## config.mk

```make
export PLATFORM = sky130hd
export DESIGN_NAME = dfc_top
export DESIGN_NICKNAME = d
export VERILOG_FILES = /design/src/dfc_pkg.sv /design/src/dfc_cfg_if.sv /design/src/dfc_top.sv /design/src/dfc_ratio_dec.sv
export VERILOG_INCLUDE_DIRS = /design/src
export SDC_FILE = /design/constraint.sdc
export NUM_CORES = 1
export LEC_CHECK = 0
export BUFFER_PORTS_ARGS = -buffer_cell sky130_fd_sc_hd__buf_2
export CELL_PAD_IN_SITES_DETAIL_PLACEMENT = 0
export CELL_PAD_IN_SITES_GLOBAL_PLACEMENT = 1
export CORE_ASPECT_RATIO = 1.1
export CORE_UTILIZATION = 46
export CTS_CLUSTER_SIZE = 16
export DETAILED_ROUTE_END_ITERATION = 8
export PLACE_DENSITY_LB_ADDON = 0.1
export SKIP_LAST_GASP = 1
export SLEW_MARGIN = 5
export SYNTH_ARGS = -nofsm -noshare
export SYNTH_HDL_FRONTEND = slang
export SYNTH_SLANG_ARGS = --single-unit
```

## constraint.sdc

```tcl
create_clock -name clk -period 4.2 [get_ports clk]
set_input_delay 0.42 -clock clk [delete_from_list [all_inputs] [get_ports clk]]
set_output_delay 0.42 -clock clk [all_outputs]
set_load 0.01 [all_outputs]
```

## src/dfc_cfg.svh

```systemverilog
// Purpose: Offsets, field positions, reset values and counts of the decimation filter configuration.
// Assumes: Byte-wide register port with 8-bit addresses.
// Notes:   Definitions only.
`ifndef DFC_CFG_SVH
`define DFC_CFG_SVH

// ----------------------------------------------------------------------------
// Register offsets
// ----------------------------------------------------------------------------
`define DFC_OFS_FILTER_CTRL    8'h19
`define DFC_OFS_CUBIC_HIGH     8'h1A
`define DFC_OFS_CUBIC_LOW      8'h1B
`define DFC_OFS_IDLE_RATIO     8'h1C

// ----------------------------------------------------------------------------
// Field positions and reset values
// ----------------------------------------------------------------------------
`define DFC_FILT_TYPE_HI       6
`define DFC_FILT_TYPE_LO       4
`define DFC_RATIO_SEL_HI       2
`define DFC_RATIO_SEL_LO       0
`define DFC_CUBIC_HIGH_HI      4
`define DFC_RST_FILTER_CTRL    8'h00
`define DFC_RST_CUBIC_HIGH     8'h00
`define DFC_RST_CUBIC_LOW      8'h00
`define DFC_RST_IDLE_RATIO     8'h00

// ----------------------------------------------------------------------------
// Ratios and counts
// ----------------------------------------------------------------------------
`define DFC_RATIO_BASE_SHIFT   5
`define DFC_RATIO_SEL_MAX      3'h5
`define DFC_RATIO_FIXED_8      19'h00008
`define DFC_RATIO_FIXED_16     19'h00010
`define DFC_RATIO_W            19
`define DFC_CUBIC_W            13

`endif

```

## src/dfc_pkg.sv

```systemverilog
// Purpose: Types shared by the decimation filter configuration modules.
// Assumes: Nothing beyond the configuration header.
// Notes:   Codes 101 to 111 of the filter type have no path.
package dfc_pkg;

    typedef enum logic [2:0] {
        DFC_FILT_SINC5     = 3'h0,
        DFC_FILT_SINC5_X8  = 3'h1,
        DFC_FILT_SINC5_X16 = 3'h2,
        DFC_FILT_SINC3     = 3'h3,
        DFC_FILT_FIR       = 3'h4
    } dfc_filter_t;

    typedef enum logic [0:0] {
        DFC_ST_CONVERT = 1'h0,
        DFC_ST_IDLE    = 1'h1
    } dfc_state_t;

endpackage

```

## src/dfc_cfg_if.sv

```systemverilog
// Purpose: Carries register settings to the ratio decoder and the decoded path back.
// Assumes: Single clock domain, purely combinational decoder.
// Notes:   None.
`timescale 1ns/10ps
`include "dfc_cfg.svh"

interface dfc_cfg_if;
    import dfc_pkg::*;
    logic [2:0]                filter_code;
    logic [2:0]                ratio_sel;
    logic [`DFC_CUBIC_W-1:0]   cubic_val;
    dfc_filter_t               path;
    logic [`DFC_RATIO_W-1:0]   ratio;
    logic                      trunc16;

    modport ctrl (output filter_code, output ratio_sel, output cubic_val,
                  input path, input ratio, input trunc16);
    modport dec  (input filter_code, input ratio_sel, input cubic_val,
                  output path, output ratio, output trunc16);
endinterface

```

## src/dfc_top.sv

```systemverilog
// Purpose: Decimation filter configuration registers and output-word / periodic-idle sequencer.
// Assumes: Register port and modulator sample enable come from logic on clk.
// Notes:   A write to the control or cubic rate registers restarts the current output word; an idle ratio write does not.
`timescale 1ns/10ps
`include "dfc_cfg.svh"

module dfc_top (
    // Clock and reset
    input  wire logic                      clk,
    input  wire logic                      rstn,
    // Register port
    input  wire logic [7:0]                reg_addr,
    input  wire logic                      reg_wr,
    input  wire logic [7:0]                reg_wdata,
    input  wire logic                      reg_rd,
    output logic      [7:0]                reg_rdata,
    // Modulator side
    input  wire logic                      mod_sample_en,
    input  wire logic                      periodic_en,
    // Decimation datapath control
    output dfc_pkg::dfc_filter_t           filter_path,
    output logic      [`DFC_RATIO_W-1:0]   decim_ratio,
    output logic                           trunc16,
    output logic                           word_strobe,
    output logic                           standby
);
    import dfc_pkg::*;

    // ------------------------------------------------------------------------
    // Registers
    // ------------------------------------------------------------------------
    logic [2:0]  filt_type_r;
    logic [2:0]  ratio_sel_r;
    logic [4:0]  cubic_high_r;
    logic [7:0]  cubic_low_r;
    logic [7:0]  idle_ratio_r;
    logic [7:0]  rdata_r;

    localparam logic [7:0] rst_ctrl_val = `DFC_RST_FILTER_CTRL;
    localparam logic [7:0] rst_high_val = `DFC_RST_CUBIC_HIGH;

    // ------------------------------------------------------------------------
    // Register decode
    // ------------------------------------------------------------------------
    wire       hit_ctrl  = reg_addr == `DFC_OFS_FILTER_CTRL;
    wire       hit_high  = reg_addr == `DFC_OFS_CUBIC_HIGH;
    wire       hit_low   = reg_addr == `DFC_OFS_CUBIC_LOW;
    wire       hit_idle  = reg_addr == `DFC_OFS_IDLE_RATIO;
    wire       wr_ctrl   = reg_wr && hit_ctrl;
    wire       wr_high   = reg_wr && hit_high;
    wire       wr_low    = reg_wr && hit_low;
    wire       wr_idle   = reg_wr && hit_idle;
    wire [2:0] wtype     = reg_wdata[`DFC_FILT_TYPE_HI:`DFC_FILT_TYPE_LO];
    // Unused filter codes are not taken so the path always stays defined.
    wire       type_ok   = wtype <= DFC_FILT_FIR;
    // A write that changes the ratio or path restarts the current output word.
    wire       cfg_write = wr_ctrl || wr_high || wr_low;

    wire [7:0] ctrl_rd = {1'b0, filt_type_r, 1'b0, ratio_sel_r};
    wire [7:0] rd_mux  = hit_ctrl ? ctrl_rd :
                         hit_high ? {3'h0, cubic_high_r} :
                         hit_low  ? cubic_low_r :
                         hit_idle ? idle_ratio_r : 8'h00;

    // ------------------------------------------------------------------------
    // Configuration registers
    // ------------------------------------------------------------------------
    always_ff @(posedge clk or negedge rstn) begin
        if (!rstn) begin
            filt_type_r <= rst_ctrl_val[`DFC_FILT_TYPE_HI:`DFC_FILT_TYPE_LO];
        end else if (wr_ctrl && type_ok) begin
            filt_type_r <= wtype;
        end
    end

    always_ff @(posedge clk or negedge rstn) begin
        if (!rstn) begin
            ratio_sel_r <= rst_ctrl_val[`DFC_RATIO_SEL_HI:`DFC_RATIO_SEL_LO];
        end else if (wr_ctrl) begin
            ratio_sel_r <= reg_wdata[`DFC_RATIO_SEL_HI:`DFC_RATIO_SEL_LO];
        end
    end

    always_ff @(posedge clk or negedge rstn) begin
        if (!rstn) begin
            cubic_high_r <= rst_high_val[`DFC_CUBIC_HIGH_HI:0];
        end else if (wr_high) begin
            cubic_high_r <= reg_wdata[`DFC_CUBIC_HIGH_HI:0];
        end
    end

    always_ff @(posedge clk or negedge rstn) begin
        if (!rstn) begin
            cubic_low_r <= `DFC_RST_CUBIC_LOW;
        end else if (wr_low) begin
            cubic_low_r <= reg_wdata;
        end
    end

    always_ff @(posedge clk or negedge rstn) begin
        if (!rstn) begin
            idle_ratio_r <= `DFC_RST_IDLE_RATIO;
        end else if (wr_idle) begin
            idle_ratio_r <= reg_wdata;
        end
    end

    always_ff @(posedge clk or negedge rstn) begin
        if (!rstn) begin
            rdata_r <= 8'h00;
        end else if (reg_rd) begin
            rdata_r <= rd_mux;
        end
    end

    // ------------------------------------------------------------------------
    // Ratio decode
    // ------------------------------------------------------------------------
    dfc_cfg_if cfg_bus ();

    assign cfg_bus.filter_code = filt_type_r;
    assign cfg_bus.ratio_sel   = ratio_sel_r;
    assign cfg_bus.cubic_val   = {cubic_high_r, cubic_low_r};

    dfc_ratio_dec u_dec (
        .cfg (cfg_bus.dec)
    );

    // ------------------------------------------------------------------------
    // Output word and periodic idle sequencer
    // ------------------------------------------------------------------------
    logic [`DFC_RATIO_W-1:0] samp_cnt_r;
    logic [`DFC_RATIO_W-1:0] samp_cnt_nxt;
    logic [9:0]              idle_cnt_r;
    logic [9:0]              idle_cnt_nxt;
    dfc_state_t              state_r;
    dfc_state_t              state_nxt;
    logic                    strobe_nxt;

    wire       period_end = mod_sample_en && (samp_cnt_r >= cfg_bus.ratio - `DFC_RATIO_W'(1));
    // Idle length in output periods: (gap + 1) * 2, at most 512.
    wire [9:0] idle_len   = {1'b0, idle_ratio_r, 1'b0} + 10'h002;

    always_comb begin
        samp_cnt_nxt = samp_cnt_r;
        idle_cnt_nxt = idle_cnt_r;
        state_nxt    = state_r;
        strobe_nxt   = 1'b0;
        if (cfg_write) begin
            samp_cnt_nxt = '0;
            idle_cnt_nxt = 10'h000;
            state_nxt    = DFC_ST_CONVERT;
        end else if (mod_sample_en) begin
            samp_cnt_nxt = period_end ? '0 : samp_cnt_r + `DFC_RATIO_W'(1);
            case (state_r)
                DFC_ST_CONVERT: begin
                    if (period_end) begin
                        strobe_nxt = 1'b1;
                        if (periodic_en) begin
                            state_nxt    = DFC_ST_IDLE;
                            idle_cnt_nxt = 10'h000;
                        end
                    end
                end
                DFC_ST_IDLE: begin
                    if (!periodic_en) begin
                        state_nxt = DFC_ST_CONVERT;
                    end else if (period_end) begin
                        if (idle_cnt_r == idle_len - 10'h001) begin
                            state_nxt = DFC_ST_CONVERT;
                        end else begin
                            idle_cnt_nxt = idle_cnt_r + 10'h001;
                        end
                    end
                end
                default: begin
                    state_nxt = DFC_ST_CONVERT;
                end
            endcase
        end
    end

    always_ff @(posedge clk or negedge rstn) begin
        if (!rstn) begin
            samp_cnt_r <= '0;
            idle_cnt_r <= 10'h000;
            state_r    <= DFC_ST_CONVERT;
        end else begin
            samp_cnt_r <= samp_cnt_nxt;
            idle_cnt_r <= idle_cnt_nxt;
            state_r    <= state_nxt;
        end
    end

    // ------------------------------------------------------------------------
    // Registered outputs
    // ------------------------------------------------------------------------
    always_ff @(posedge clk or negedge rstn) begin
        if (!rstn) begin
            filter_path <= DFC_FILT_SINC5;
            decim_ratio <= '0;
            trunc16     <= 1'b0;
            word_strobe <= 1'b0;
            standby     <= 1'b0;
        end else begin
            filter_path <= cfg_bus.path;
            decim_ratio <= cfg_bus.ratio;
            trunc16     <= cfg_bus.trunc16;
            word_strobe <= strobe_nxt;
            standby     <= (state_nxt == DFC_ST_IDLE);
        end
    end

    assign reg_rdata = rdata_r;
endmodule

```

## src/dfc_ratio_dec.sv

```systemverilog
// Purpose: Decodes filter type, ratio select and cubic rate value into a path and a decimation ratio.
// Assumes: Filter code is always one of 000 to 100.
// Notes:   Combinational; the top registers the results.
`timescale 1ns/10ps
`include "dfc_cfg.svh"

module dfc_ratio_dec (
    // Settings in, decoded path out
    dfc_cfg_if.dec cfg
);
    import dfc_pkg::*;

    wire [2:0]              sel_clip;
    wire [`DFC_RATIO_W-1:0] sel_ratio;
    wire [13:0]             cubic_plus1;
    wire [`DFC_RATIO_W-1:0] cubic_ratio;

    assign sel_clip    = (cfg.ratio_sel > `DFC_RATIO_SEL_MAX) ? `DFC_RATIO_SEL_MAX : cfg.ratio_sel;
    assign sel_ratio   = `DFC_RATIO_W'(32'd1 << (`DFC_RATIO_BASE_SHIFT + 32'(sel_clip)));
    assign cubic_plus1 = {1'b0, cfg.cubic_val} + 14'h0001;
    assign cubic_ratio = {cubic_plus1, 5'h00};

    assign cfg.path    = dfc_filter_t'(cfg.filter_code);
    assign cfg.trunc16 = (cfg.filter_code == DFC_FILT_SINC5_X8);
    assign cfg.ratio   = (cfg.filter_code == DFC_FILT_SINC5_X8)  ? `DFC_RATIO_FIXED_8 :
                         (cfg.filter_code == DFC_FILT_SINC5_X16) ? `DFC_RATIO_FIXED_16 :
                         (cfg.filter_code == DFC_FILT_SINC3)     ? cubic_ratio :
                         sel_ratio;
endmodule

```

; ---- Word level (Yosys, flattened, before mapping)
; Cells that the tools add are included.
[word_totals]
output_inout_bits = 33
in_bits = 22
elab_cells = 79
reg_bits = 89
[op_classes]
muxes = 31
n_lt_le_gt_ge = 3
n_reduce_logical = 10
shift = 1
n_eq_ne = 13
n_bitwise = 1
add_sub_neg = 7
[ops]
columns = op, n
row1 = 19-bit two-way mux, 6
row2 = 10-bit two-way mux, 7
row3 = 8-bit by 5-bit equality test with 1-bit output (second input constant), 4
row4 = 8-bit two-way mux, 4
row5 = 1-bit by 32-bit left shift with 19-bit output (first input constant), 1
row6 = 10-bit case mux with 2 select lines, 1
row7 = 19-bit by 1-bit adder with 19-bit output (second input constant), 1
row8 = 19-bit >= comparator, 1
row9 = 19-bit by 1-bit subtractor with 19-bit output (second input constant), 1
row10 = 13-bit by 1-bit adder with 14-bit output (second input constant), 1
row11 = 1-bit two-way mux, 11
row12 = 10-bit by 1-bit adder with 10-bit output (second input constant), 1
row13 = 9-bit by 2-bit adder with 10-bit output (second input constant), 1
row14 = 10-bit equality test, 1
row15 = 10-bit by 1-bit subtractor with 10-bit output (second input constant), 1
row16 = 3-bit != test (second input constant), 3
row17 = 3-bit by 2-bit equality test with 1-bit output (second input constant), 2
row18 = 1-bit logical AND, 6
row19 = 6-bit AND reduction, 1
row20 = 3-bit by 3-bit adder with 4-bit output (first input constant), 1
row21 = 3-bit by 1-bit equality test with 1-bit output (second input constant), 1
row22 = 3-bit greater-than comparator (second input constant), 1
row23 = 3-bit less-or-equal comparator (second input constant), 1
row24 = 3-bit two-way mux, 1
row25 = 6 further kinds, 7

; ---- Longest topological paths before layout
; Gate-level depths: netlist (run 1).
[depth]
word_depth = 15
depth_mapped = 19
mapped_depth_nobuf = 16

; ---- Modules after synthesis
; From an unflattened synthesis (run 1), not the netlist that was laid out.
[hier_totals]
hier_cells = 535
hier_area_um2 = 5285.1
[by_module_without_submodules]
columns = mod, seq_area_each_um2, area_each_um2, cells_each, instances
row1 = dfc_top, 2227.1, 4792.1, 456, 1
row2 = dfc_ratio_dec, 0.0, 493.0, 79, 1

; ---- Least setup slack after synthesis (run 1)
; No wires, ideal clock.
[synth_path]
kind = reg2reg
start = register cubic_low_r[0]
end = register idle_cnt_r[1]
period_less_slack_ns = 3.909
arrival_ns = 3.777
setup_time_ns = 0.132
required_time_ns = 4.068
slack_ns = 0.291
path_stages_with_launch = 19
cell_sequence = dfrtp_1 ha_1 nor2b_1 a21oi_1 or3_4 nor3_4 nand4_2 nor4_2 xnor2_1 ha_1 nand4_2 nor4_2 nand3_1 and3_1 buf_6 buf_6 or3b_1 a32oi_1 nor2_1
[synth_via]
elab_chain_cells = 9
elab_cells_between_ends = 10
classes_between = add/sub (2) / order compare (1) / eq/ne (2) / mux (3) / reduce/logical (2)
[synth_lines]
columns = item, line_no
row1 = start: declaration, dfc_top.sv:35  ; logic [7:0] cubic_low_r;
row2 = start signal: assignment, dfc_top.sv:94  ; cubic_low_r <= `DFC_RST_CUBIC_LOW;
row3 = start signal: assignment, dfc_top.sv:96  ; cubic_low_r <= reg_wdata;
row4 = 13-bit by 1-bit adder with 14-bit output (*), dfc_ratio_dec.sv:20  ; assign cubic_plus1 = {1'b0, cfg.cubic_val} + 14'h0001;
row5 = 19-bit two-way mux (*), dfc_ratio_dec.sv:27  ; (cfg.filter_code == DFC_FILT_SINC3) ? cubic_ratio :
row6 = 19-bit two-way mux (*), dfc_ratio_dec.sv:26  ; (cfg.filter_code == DFC_FILT_SINC5_X16) ? `DFC_RATIO_FIXED_16 :
row7 = 19-bit two-way mux (*), dfc_ratio_dec.sv:25  ; assign cfg.ratio = (cfg.filter_code == DFC_FILT_SINC5_X8) ? `DFC_RATIO_FIXED_8 :
row8 = 19-bit by 1-bit subtractor with 19-bit output (*), dfc_top.sv:140  ; wire period_end = mod_sample_en && (samp_cnt_r >= cfg_bus.ratio - `DFC_RATIO_W'(1));
row9 = 19-bit >= comparator (*), dfc_top.sv:140
row10 = 1-bit logical AND (*), dfc_top.sv:140
row11 = 3-bit != test (no line) or 3-bit by 1-bit != test with 1-bit output (tied branches), n/a
row12 = 6-bit AND reduction (no line) (*), n/a
row13 = end signal: assignment, dfc_top.sv:190  ; idle_cnt_r <= idle_cnt_nxt;
row14 = end: declaration, dfc_top.sv:134  ; logic [9:0] idle_cnt_r;
; Mark *: on every way between the ends. The rest lies on a longest branch, timed or not.
; A chain may end at the register's enable or synchronous reset.

; ---- Worst setup path after layout (run 1)
[layout_path]
start = register cubic_low_r[1]
end = register idle_cnt_r[0]
; The elaborated chain is that of the path after synthesis.

==> results of run 1 <==
repair_timing:
item	CTS	global route
setup endpoints to repair	0	31
setup buffers	0	2
gates resized for setup	0	20
layout make-up:
cell class                 count  area, um2  share of cell area
clock inverter                 7      92.59             0.01560
clock buffer                   9      225.2             0.03794
multi-input combinational    375       2714              0.4572
timing repair buffer          73      440.4             0.07420
tap                          143      178.9             0.03014
sequential                    89       2228              0.3754
inverter                      15      56.30            0.009486
kinds of logic (layout without fill, tap and decap cells):
kind of cell               Yosys count  count (layout)  share of synthesized area
AOI/OAI and AO/OA                   76              76                     0.1017
DFF                                 89              89                     0.4458
xor gates and xnor gates            51              51                    0.08940
other                                2               6                   0.001503
and+or+nand+nor                    190             190                     0.2046
adders and majority gates           23              23                    0.05760
muxes                               29              29                    0.06436
buffers and inverters               39             104                    0.03506
sequential cells by signal, summed over array words and instances (netlist names):
register	count
standby	1
reg_rdata	8
filter_path	3
cubic_high_r	5
word_strobe	1
samp_cnt_r	19
cubic_low_r	8
decim_ratio	19
idle_ratio_r	8
idle_cnt_r	10
cfg_bus.filter_code	3
trunc16	1
cfg_bus.ratio_sel	3
worst max-delay path: cells and delay by family (launching register included):
family	cells	cell delay (ns)
simple gates	9	2.35
fa+ha+maj	2	0.57
flops	1	0.41
compound gates	3	0.34
buf+inv	1	0.15
xor+xnor	1	0.09
layer usage:
layer  GRT usage  up-vias  wire length (um)
li1            -     1881                 -
met5           0        -                 0
met1      0.2979     1848              5316
met2      0.3406       81              5377
met4     0.09469        0               268
met3     0.04729       18               454
metrics by stage:
step                      instance area, um2  worst slack, ns  hold slack [ns]    util  cells
after floorplan                         5011           0.2908           0.1244       -    503
after global placement                  5497           0.1765           0.4357  0.5239    693
after detailed placement                5497           0.1132           0.4488  0.5239    693
after CTS                               5814          0.08729          0.07072  0.5542    709
after global routing                    5936         -0.01822           0.1052  0.5658    711
final                                   5936           0.1794          0.05636  0.5658    711
final timing paths:
check,cells past startpoint,startpoint,slack (ns),end
worst min-delay path,1,rstn,0.06,samp_cnt_r[10]
min in group clk,2,reg_wdata[7],0.32,cubic_low_r[7]
worst min register to register,2,reg_rdata[2],0.52,reg_rdata[2]
max in group asynchronous,2,rstn,3.17,cubic_low_r[1]
worst max register to register,16,cubic_low_r[1],0.18,idle_cnt_r[0]
worst max-delay path,16,cubic_low_r[1],0.18,idle_cnt_r[0]
power breakdown:
part           leakage, nW  switching (mW)  internal (mW)
clock network        0.156           0.378          0.479
registers             1.20          0.0787          0.924
logic                 1.40           0.280          0.238
placed cells by master (no fill, tap or decap), types with 3 or more instances in the layout:
cell type   n
a31oi_1     8
clkbuf_16   9
conb_1      6
buf_4      18
o21ai_0    14
inv_1      15
xor2_1     10
a222oi_1    4
nor3_1     10
nand4_1     3
buf_2      53
a21oi_1    20
ha_1       22
o211ai_1    4
nor4b_2     3
nor3b_1     5
nor2b_1     3
o21a_1      3
inv_6       4
mux2i_1     4
nor2_1     62
o2111ai_1   3
nand2_1    37
dfrtp_1    88
mux2_2     25
nand2b_1    4
xnor2_1    39
and3_1     11
nor3_2      3
nand3_1    18
nand3b_1    4
==> reports/metrics.csv, run 1 <==
metric,value,unit
start_kind,flop,
grt_use_total,0.2207,
setup_viol,0,
dr.pass1.iters,5,
crit_fanout,18,
root_buffer,clkbuf_16,
synth_top_flop_cell,dfrtp_1,
cpPeakStageDelay,0.49,ns
crit_top_cell,nor3_4,
fin_crit_sh,0.9573,
drive_above_1_share,0.2518,
yosysSeqAreaShare,0.4458,
clock_skew,0.01222,ns
grt_pass1_vias,3730,
die_w,101.4,um
top_level_ports,55,
detail_route.wirelength,11420,um
area_growth,18.81,%
fmax,248.7,MHz
cts_buffers,9,
crit_path_end_kind,flop,
yosysTopAreaCell,dfrtp_1,
syn_area,0.004996,mm2
cts_tree,done,
min_path_type,input pin to async pin,
path_cells,"ha_4, nor2b_4, a21oi_2, or3_4, nor3_4, nand4_4, nor3_4, xnor2_1, ha_1, nand4_1, nor4_4, a22oi_1, and3_4, buf_12, or4b_1, a31oi_1",
path_class,flop to flop,
clk_transition_reported_paths,0.07,ns
std_cell_rows,39,
antenna_cells,0,
initial_core_util,0.4762,
cts_hold_buffers,0,
cts.htree.levels,3,
ys_seq_elements,89,
finalNetCount,608,
grt_max_degree,47,
fillCellCount,958,
gr-total-overflow,0,
status,completed,
drv_cap,0,
avgRoutedWirePerCell,16.05,um
crit_arrival,4.29,ns
maxSlewHeadroom,0.5960,
synthCells,499,
clk_path_buf_depth,2,
drt-initial-drc-count,201,
vias,3828,
hold_viol_final,0,
slowest_stage,or4b_1,
period_needed,4.021,ns
synth_common_cells,"dfrtp_1 (89), nor2_1 (63), xnor2_1 (41)",
final_max_slew_viol_count,0,
io_buffers,54,
die_area,0.01128,mm2
ys.warnings.count,0,
powerDensity,400.6,mW/mm2
clock_sinks,89,
yosysMostFrequentCell,dfrtp_1,
synth_area_leaders,"dfrtp_1 (45%), xnor2_1 (7.2%), ha_1 (5.8%)",
peakVddDrop,0.2668,mV
drc,0,
grt_pass1_wl,18880,um
core_area,0.01049,mm2
synth.avg_cell_area,10.01,um2
place.gp.congestion,0.8687,
setup_tns,0,ns
async_flop_share,1.000,
worstMarginPinSlew,0.6047,ns
yosysTopAreaCellShare,0.4458,
die_y,111.3,um
finalPower,2.378,mW
synth_edf_count,0,
hpwlAfterDp,8486,um
viasPerCell,5.384,
synth_cell_type_count,61,
insertion_delay,0.36,ns
p_leak,2.758,nW
ant_nets,0,
worstPathRequired,4.47,ns
antenna_found_initial,0,
Power figures use the tool's default switching activity.
==> inputs of run 2 (changes only) <==
- ABC_CLOCK_PERIOD_IN_PS: not set -> 4200
- CAP_MARGIN: not set -> 10
- PLACE_DENSITY: not set -> 0.87
- PLACE_DENSITY_LB_ADDON: 0.1 -> not set
==> reports/metrics.csv, run 2 (synthesized netlist as in run 1, its figures left out) <==
metric,value,unit,change
fin_crit_sh,0.9580,,about the same
grt_pass1_wl,18870,um,about the same
seq_area,0.002227,mm2,about the same
clock_sinks,89,,unchanged
top_regs,"decim_ratio x19, samp_cnt_r x19, idle_cnt_r x10",,
cts_tree,done,,
hpwlAfterDp,8305,um,-2.1%
fillCellCount,905,,-5.5%
start_kind,flop,,
finalNetCount,606,,-0.33%
peakVddDrop,0.2742,mV,+2.8%
gr-total-overflow,0,,unchanged
worstMarginPinSlew,0.6837,ns,+0.07897 ns
drive_above_1_share,0.2491,,-0.002644
die_y,111.3,um,unchanged
p_leak,2.738,nW,-0.73%
clk_transition_reported_paths,0.07,ns,about the same
detail_route.wirelength,11200,um,-1.9%
final_common_cell,dfrtp_1,,
root_buffer,clkbuf_16,,
antenna_found_initial,0,,unchanged
multi_input_area,0.002709,mm2,-0.18%
hold_slack,0.08755,ns,+0.03119 ns
maxSlewHeadroom,0.5442,,-0.05178
clk_path_buf_depth,2,,unchanged
crit_path_end_kind,flop,,
drt-initial-drc-count,199,,-1.0%
clock_skew,0.01101,ns,-0.001213 ns
rsz0062_at_grt,false,,
area_growth,18.01,%,
vias,3902,,+1.9%
std_cell_rows,39,,unchanged
finalPower,2.335,mW,-1.8%
grt_max_degree,51,,+8.5%
crit_arrival,4.28,ns,about the same
drc,0,,unchanged
place.gp.congestion,0.8743,,+0.64%
path_class,flop to flop,,
top_level_ports,55,,unchanged
dp.cells,690,,-0.43%
cts_buffers,9,,unchanged
die_w,101.4,um,unchanged
core_area,0.01049,mm2,unchanged
min_path_type,input pin to async pin,,
grt_pass1_vias,3904,,+4.7%
setup_viol,0,,unchanged
initial_core_util,0.4762,,unchanged
period_needed,4.024,ns,+0.003013 ns
ant_nets,0,,unchanged
fmax,248.5,MHz,about the same
viasPerCell,5.504,,+2.2%
cts_hold_buffers,0,,unchanged
fin_cells,709,,-0.28%
dr.pass1.iters,6,,+1
io_buffers,54,,unchanged
antenna_cells,0,,unchanged
grt_use_total,0.2156,,-0.005129
hold_viol_final,0,,unchanged
powerDensity,396.1,mW/mm2,-1.1%
avgRoutedWirePerCell,15.79,um,-1.6%
crit_fanout,15,,-3
mostFrequentLayoutCells,"dfrtp_1 (89), nor2_1 (61), buf_2 (53), xnor2_1 (38), nand2_1 (37)",,
drv_cap,0,,unchanged
die_area,0.01128,mm2,unchanged
worstPathRequired,4.46,ns,about the same
final_max_slew_viol_count,0,,unchanged
final_util,0.5620,,-0.003816
cts.htree.levels,3,,unchanged
insertion_delay,0.35,ns,about the same
status,completed,,
==> run 2: cell types whose count changed in the layout (fill, tap and decap cells not counted), sizes merged <==
cell,delta
inv,-2
clkinvlp,+1
buf,-2
clkbuf,+1
==> run 2: power by group <==
group          leakage (nW)  switching [mW]  internal, mW
sequential             1.20          0.0793         0.924
combinational          1.39           0.275         0.226
clock                 0.146           0.360         0.471
total                  2.74           0.715          1.62
==> run 2: through the flow <==
stage	area [um2]	setup TNS (ns)	setup slack [ns]
final	5896	0	0.1764
after global routing	5896	0	0.005134
after CTS	5771	0	0.005379
after detailed placement	5461	-0.005327	-0.005327
after global placement	5461	0	0.1610
after floorplan	5011	0	0.2908
==> run 2: cell type report <==
cell class | count | area share
clock buffers | 10 | 0.03884
clock inverters | 6 | 0.01273
inverters | 15 | 0.009550
multi-input cells | 375 | 0.4595
flip-flops and latches | 89 | 0.3778
well taps | 143 | 0.03035
repair buffers | 71 | 0.07131
==> run 2: critical path: stages, from the launching register on <==
cell and delay, ns:
dfrtp_1 0.41, ha_4 0.26, nor2b_4 0.12, a21oi_2 0.07, or3_4 0.39, nor3_4 0.25, buf_6 0.14, nand3_2 0.11
nor2_2 0.16, xnor2_1 0.08, ha_1 0.30, nand4_1 0.18, nor4_4 0.35, nand3_1 0.10, and3_4 0.21, buf_6 0.15
or4b_1 0.50, a31oi_1 0.17
==> run 2: repair_timing <==
item,4_1_cts,5_1_grt
gates resized for setup,1,19
setup buffers,0,3
pin swaps,0,6
endpoints found under the setup margin,1,28
==> run 2: worst paths after layout <==
kind,start,to,slack (ns),cells after the start
max,cubic_low_r[0],idle_cnt_r[0],0.18,17
min,rstn,samp_cnt_r[14],0.09,1
max reg2reg,cubic_low_r[0],idle_cnt_r[0],0.18,17
min reg2reg,reg_rdata[2],reg_rdata[2],0.52,2
max in group asynchronous,rstn,samp_cnt_r[4],3.10,2
min in group clk,reg_wdata[7],cubic_low_r[7],0.32,2
==> run 2: routing by layer <==
layer / up-vias / part of all wire / global-route usage
met5: - / 0 / 0
met4: 0 / 0.023 / 0.07343
met3: 21 / 0.031 / 0.03657
met2: 105 / 0.49 / 0.3542
met1: 1897 / 0.45 / 0.2861
li1: 1879 / - / -
==> inputs of run 3 (changes only) <==
--- a/config.mk
+++ b/config.mk
@@ -22,2 +22,3 @@
 export SYNTH_HDL_FRONTEND = slang
+export SYNTH_HIERARCHICAL = 1
 export SYNTH_SLANG_ARGS = --single-unit
==> constraint.sdc (replaced) <==
create_clock -name clk -period 4.2 [get_ports clk]
set_input_delay 1.05 -clock clk [delete_from_list [all_inputs] [get_ports clk]]
set_output_delay 1.05 -clock clk [all_outputs]
set_load 0.01 [all_outputs]
==> reports/metrics.csv, run 3 <==
metric,value,unit,change
status,completed,,
cts_hold_buffers,0,,unchanged
yosysMostFrequentCell,dfrtp_1,,
async_flop_share,1.000,,unchanged
cts_buffers,9,,unchanged
ys_seq_elements,89,,unchanged
cts.htree.levels,3,,unchanged
worstMarginPinSlew,1.084,ns,+0.4006 ns
path_cells,"buf_4, xnor2_1, nor2_2, a21oi_1, or4_4, or3_4, nor4_2, xnor2_1, ha_1, nand2_1, o21a_1, nor3_1, o21ai_2, buf_4, buf_4, a211o_1, nand3_1",,
powerDensity,393.1,mW/mm2,-0.76%
antenna_cells,0,,unchanged
drive_above_1_share,0.2321,,-0.01706
yosysSeqAreaShare,0.4214,,-0.02438
antenna_found_initial,0,,unchanged
grt_pass1_wl,21540,um,+14%
fillCellCount,997,,+10%
wl_met3,619,um,+76%
critPathBufInv,3,,+1
std_cell_rows,40,,+2.6%
p_leak,2.721,nW,-0.61%
worst-path-stages,17,,unchanged
gr-total-overflow,0,,unchanged
place_ws,0.03245,ns,+0.03778 ns
rsz0062_at_grt,true,,
die_area,0.01192,mm2,+5.7%
yosysTopAreaCellShare,0.4214,,-0.02438
period_needed,4.060,ns,+0.03594 ns
die_y,114.4,um,+2.8%
top_layer,met4,,
drc,0,,unchanged
finalNetCount,639,,+5.4%
grt_use_total,0.2298,,+0.01429
clock_skew,0.006590,ns,-0.004417 ns
final_area,0.006105,mm2,+3.5%
finalPower,2.400,mW,+2.8%
cpPeakStageDelay,0.55,ns,+0.05 ns
placed_cell_area,0.005749,mm2,+5.3%
path_delay_family,simple AND/OR/NAND/NOR gates,,
ant_nets,0,,unchanged
slowest_stage,or4_4,,
synthCells,535,,+7.2%
top_level_ports,55,,unchanged
clk_transition_reported_paths,0.07,ns,about the same
root_buffer,clkbuf_16,,
start_kind,flop,,
mostFrequentLayoutCells,"dfrtp_1 (89), buf_2 (53), nor2_1 (46), nand2_1 (43), nand3_1 (29)",,
synth_top_flop_cell,dfrtp_1,,
worstPathRequired,4.48,ns,+0.02 ns
avgRoutedWirePerCell,17.40,um,+10%
drt-initial-drc-count,260,,+31%
clk_path_buf_depth,2,,unchanged
initial_core_util,0.4778,,+0.001621
hpwlAfterDp,9603,um,+16%
final_common_cell,dfrtp_1,,
clock_sinks,89,,unchanged
die_w,104.2,um,+2.8%
yosysTopAreaCell,dfrtp_1,,
ys.warnings.count,6,,+6
worst_slack,0.1405,ns,-0.03594 ns
peakVddDrop,0.2149,mV,-22%
crit_start,cfg_bus.filter_code[0],,
r2r_slack,0.14,ns,-0.04 ns
fin_cells,746,,+5.2%
final_max_slew_viol_count,0,,unchanged
synth_area_leaders,"dfrtp_1 (42%), ha_1 (5.4%), mux2_2 (5.1%)",,
drv_cap,0,,unchanged
reg2reg_to,idle_cnt_r[5],,
viasPerCell,5.905,,+7.3%
syn_area,0.005285,mm2,+5.8%
crit_fanout,10,,-5
vias,4405,,+13%
path_class,flop to flop,,
synth.avg_cell_area,9.879,um2,-1.3%
maxSlewHeadroom,0.2771,,-0.2671
crit_arrival,4.34,ns,+0.06 ns
wirelength_met1,5755,um,+14%
fin_crit_sh,0.9665,,+0.008557
synth_edf_count,0,,unchanged
r2r_cells,17,,unchanged
crit_path_end_kind,flop,,
dp.cells,728,,+5.5%
core_area,0.01106,mm2,+5.4%
min_path_type,flop to flop,,
grt_pass1_vias,4231,,+8.4%
crit_top_cell,buf_4,,
wl_met2,6335,um,+15%
hold_viol_final,0,,unchanged
io_buffers,54,,unchanged
detail_route.wirelength,12980,um,+16%
fmax,246.3,MHz,-0.89%
setup_viol,0,,unchanged
insertion_delay,0.34,ns,about the same
grt_max_degree,90,,+76%
synth_cell_type_count,62,,+1.6%
dr.pass1.iters,5,,-1
r2r-start,cfg_bus.filter_code[0],,
place.gp.congestion,0.9141,,+4.6%
synth_common_cells,"dfrtp_1 (89), nor2_1 (47), nand2_1 (43)",,
top_regs,"decim_ratio x19, samp_cnt_r x19, idle_cnt_r x10",,
area_growth,15.51,%,
cts_tree,done,,
crit_end,idle_cnt_r[5],,
run 3: how the worst min path moves through the flow:
stage,from,to,slack [ns],depth (start not counted)
floorplan,samp_cnt_r[18],samp_cnt_r[18],0.52,2
global placement,cfg_bus.filter_code[0],filter_path[0],0.44,0
detailed placement,cfg_bus.filter_code[0],filter_path[0],0.46,0
CTS,cfg_bus.filter_code[0],filter_path[0],0.48,0
global route,cfg_bus.filter_code[0],filter_path[0],0.51,0
finish,cfg_bus.filter_code[0],filter_path[0],0.48,0
run 3: metrics by stage:
stage / setup TNS (ns) / utilization / hold WS (ns)
6_report: 0 / 0.5519 / 0.4762
5_1_grt: -0.3320 / 0.5519 / 0.5053
4_1_cts: 0 / 0.5486 / 0.4753
3_5_place_dp: 0 / 0.5198 / 0.4574
3_3_place_gp: 0 / 0.5198 / 0.4383
2_1_floorplan: 0 / - / 0.5162
run 3: routing by layer:
layer | global-route usage | up-vias
met4 | 0.08571 | 0
met5 | 0 | -
li1 | - | 2083
met2 | 0.3809 | 163
met1 | 0.3101 | 2138
met3 | 0.02903 | 21
run 3: power breakdown:
group,switching [mW],total [mW],internal [mW]
combinational,0.272,0.490,0.218
sequential,0.130,1.07,0.938
clock,0.367,0.842,0.475
run 3: kinds of logic (layout without fill, tap and decap cells):
logic type	Yosys count	count (layout)	synth area share
multiplexers	29	29	0.06061
flip-flops	89	89	0.4214
buffers and inverters	41	103	0.03859
AO/OA/AOI/OAI	86	86	0.1229
XOR/XNOR	44	44	0.07292
other	1	3	0.0007095
AND/OR/NAND/NOR	222	222	0.2285
adder cells (fa/ha/maj)	23	23	0.05445
run 3: repair_timing:
| item | 4_1_cts | 5_1_grt |
|---|---|---|
| pin swaps | 0 | 2 |
| resized for setup | 1 | 6 |
| endpoints found under the setup margin | 4 | 31 |
| buffers inserted | 0 | 2 |
| hold endpoints to repair | 0 | 0 |
run 3: layout make-up:
type,count,area [um2],area share
multi-input combinational,407,2899,0.4749
sequential,89,2227,0.3648
timing repair buffer,77,445.4,0.07297
clock buffer,9,225.2,0.03689
tap,147,183.9,0.03013
clock inverter,7,86.33,0.01414
inverter,10,37.54,0.006149
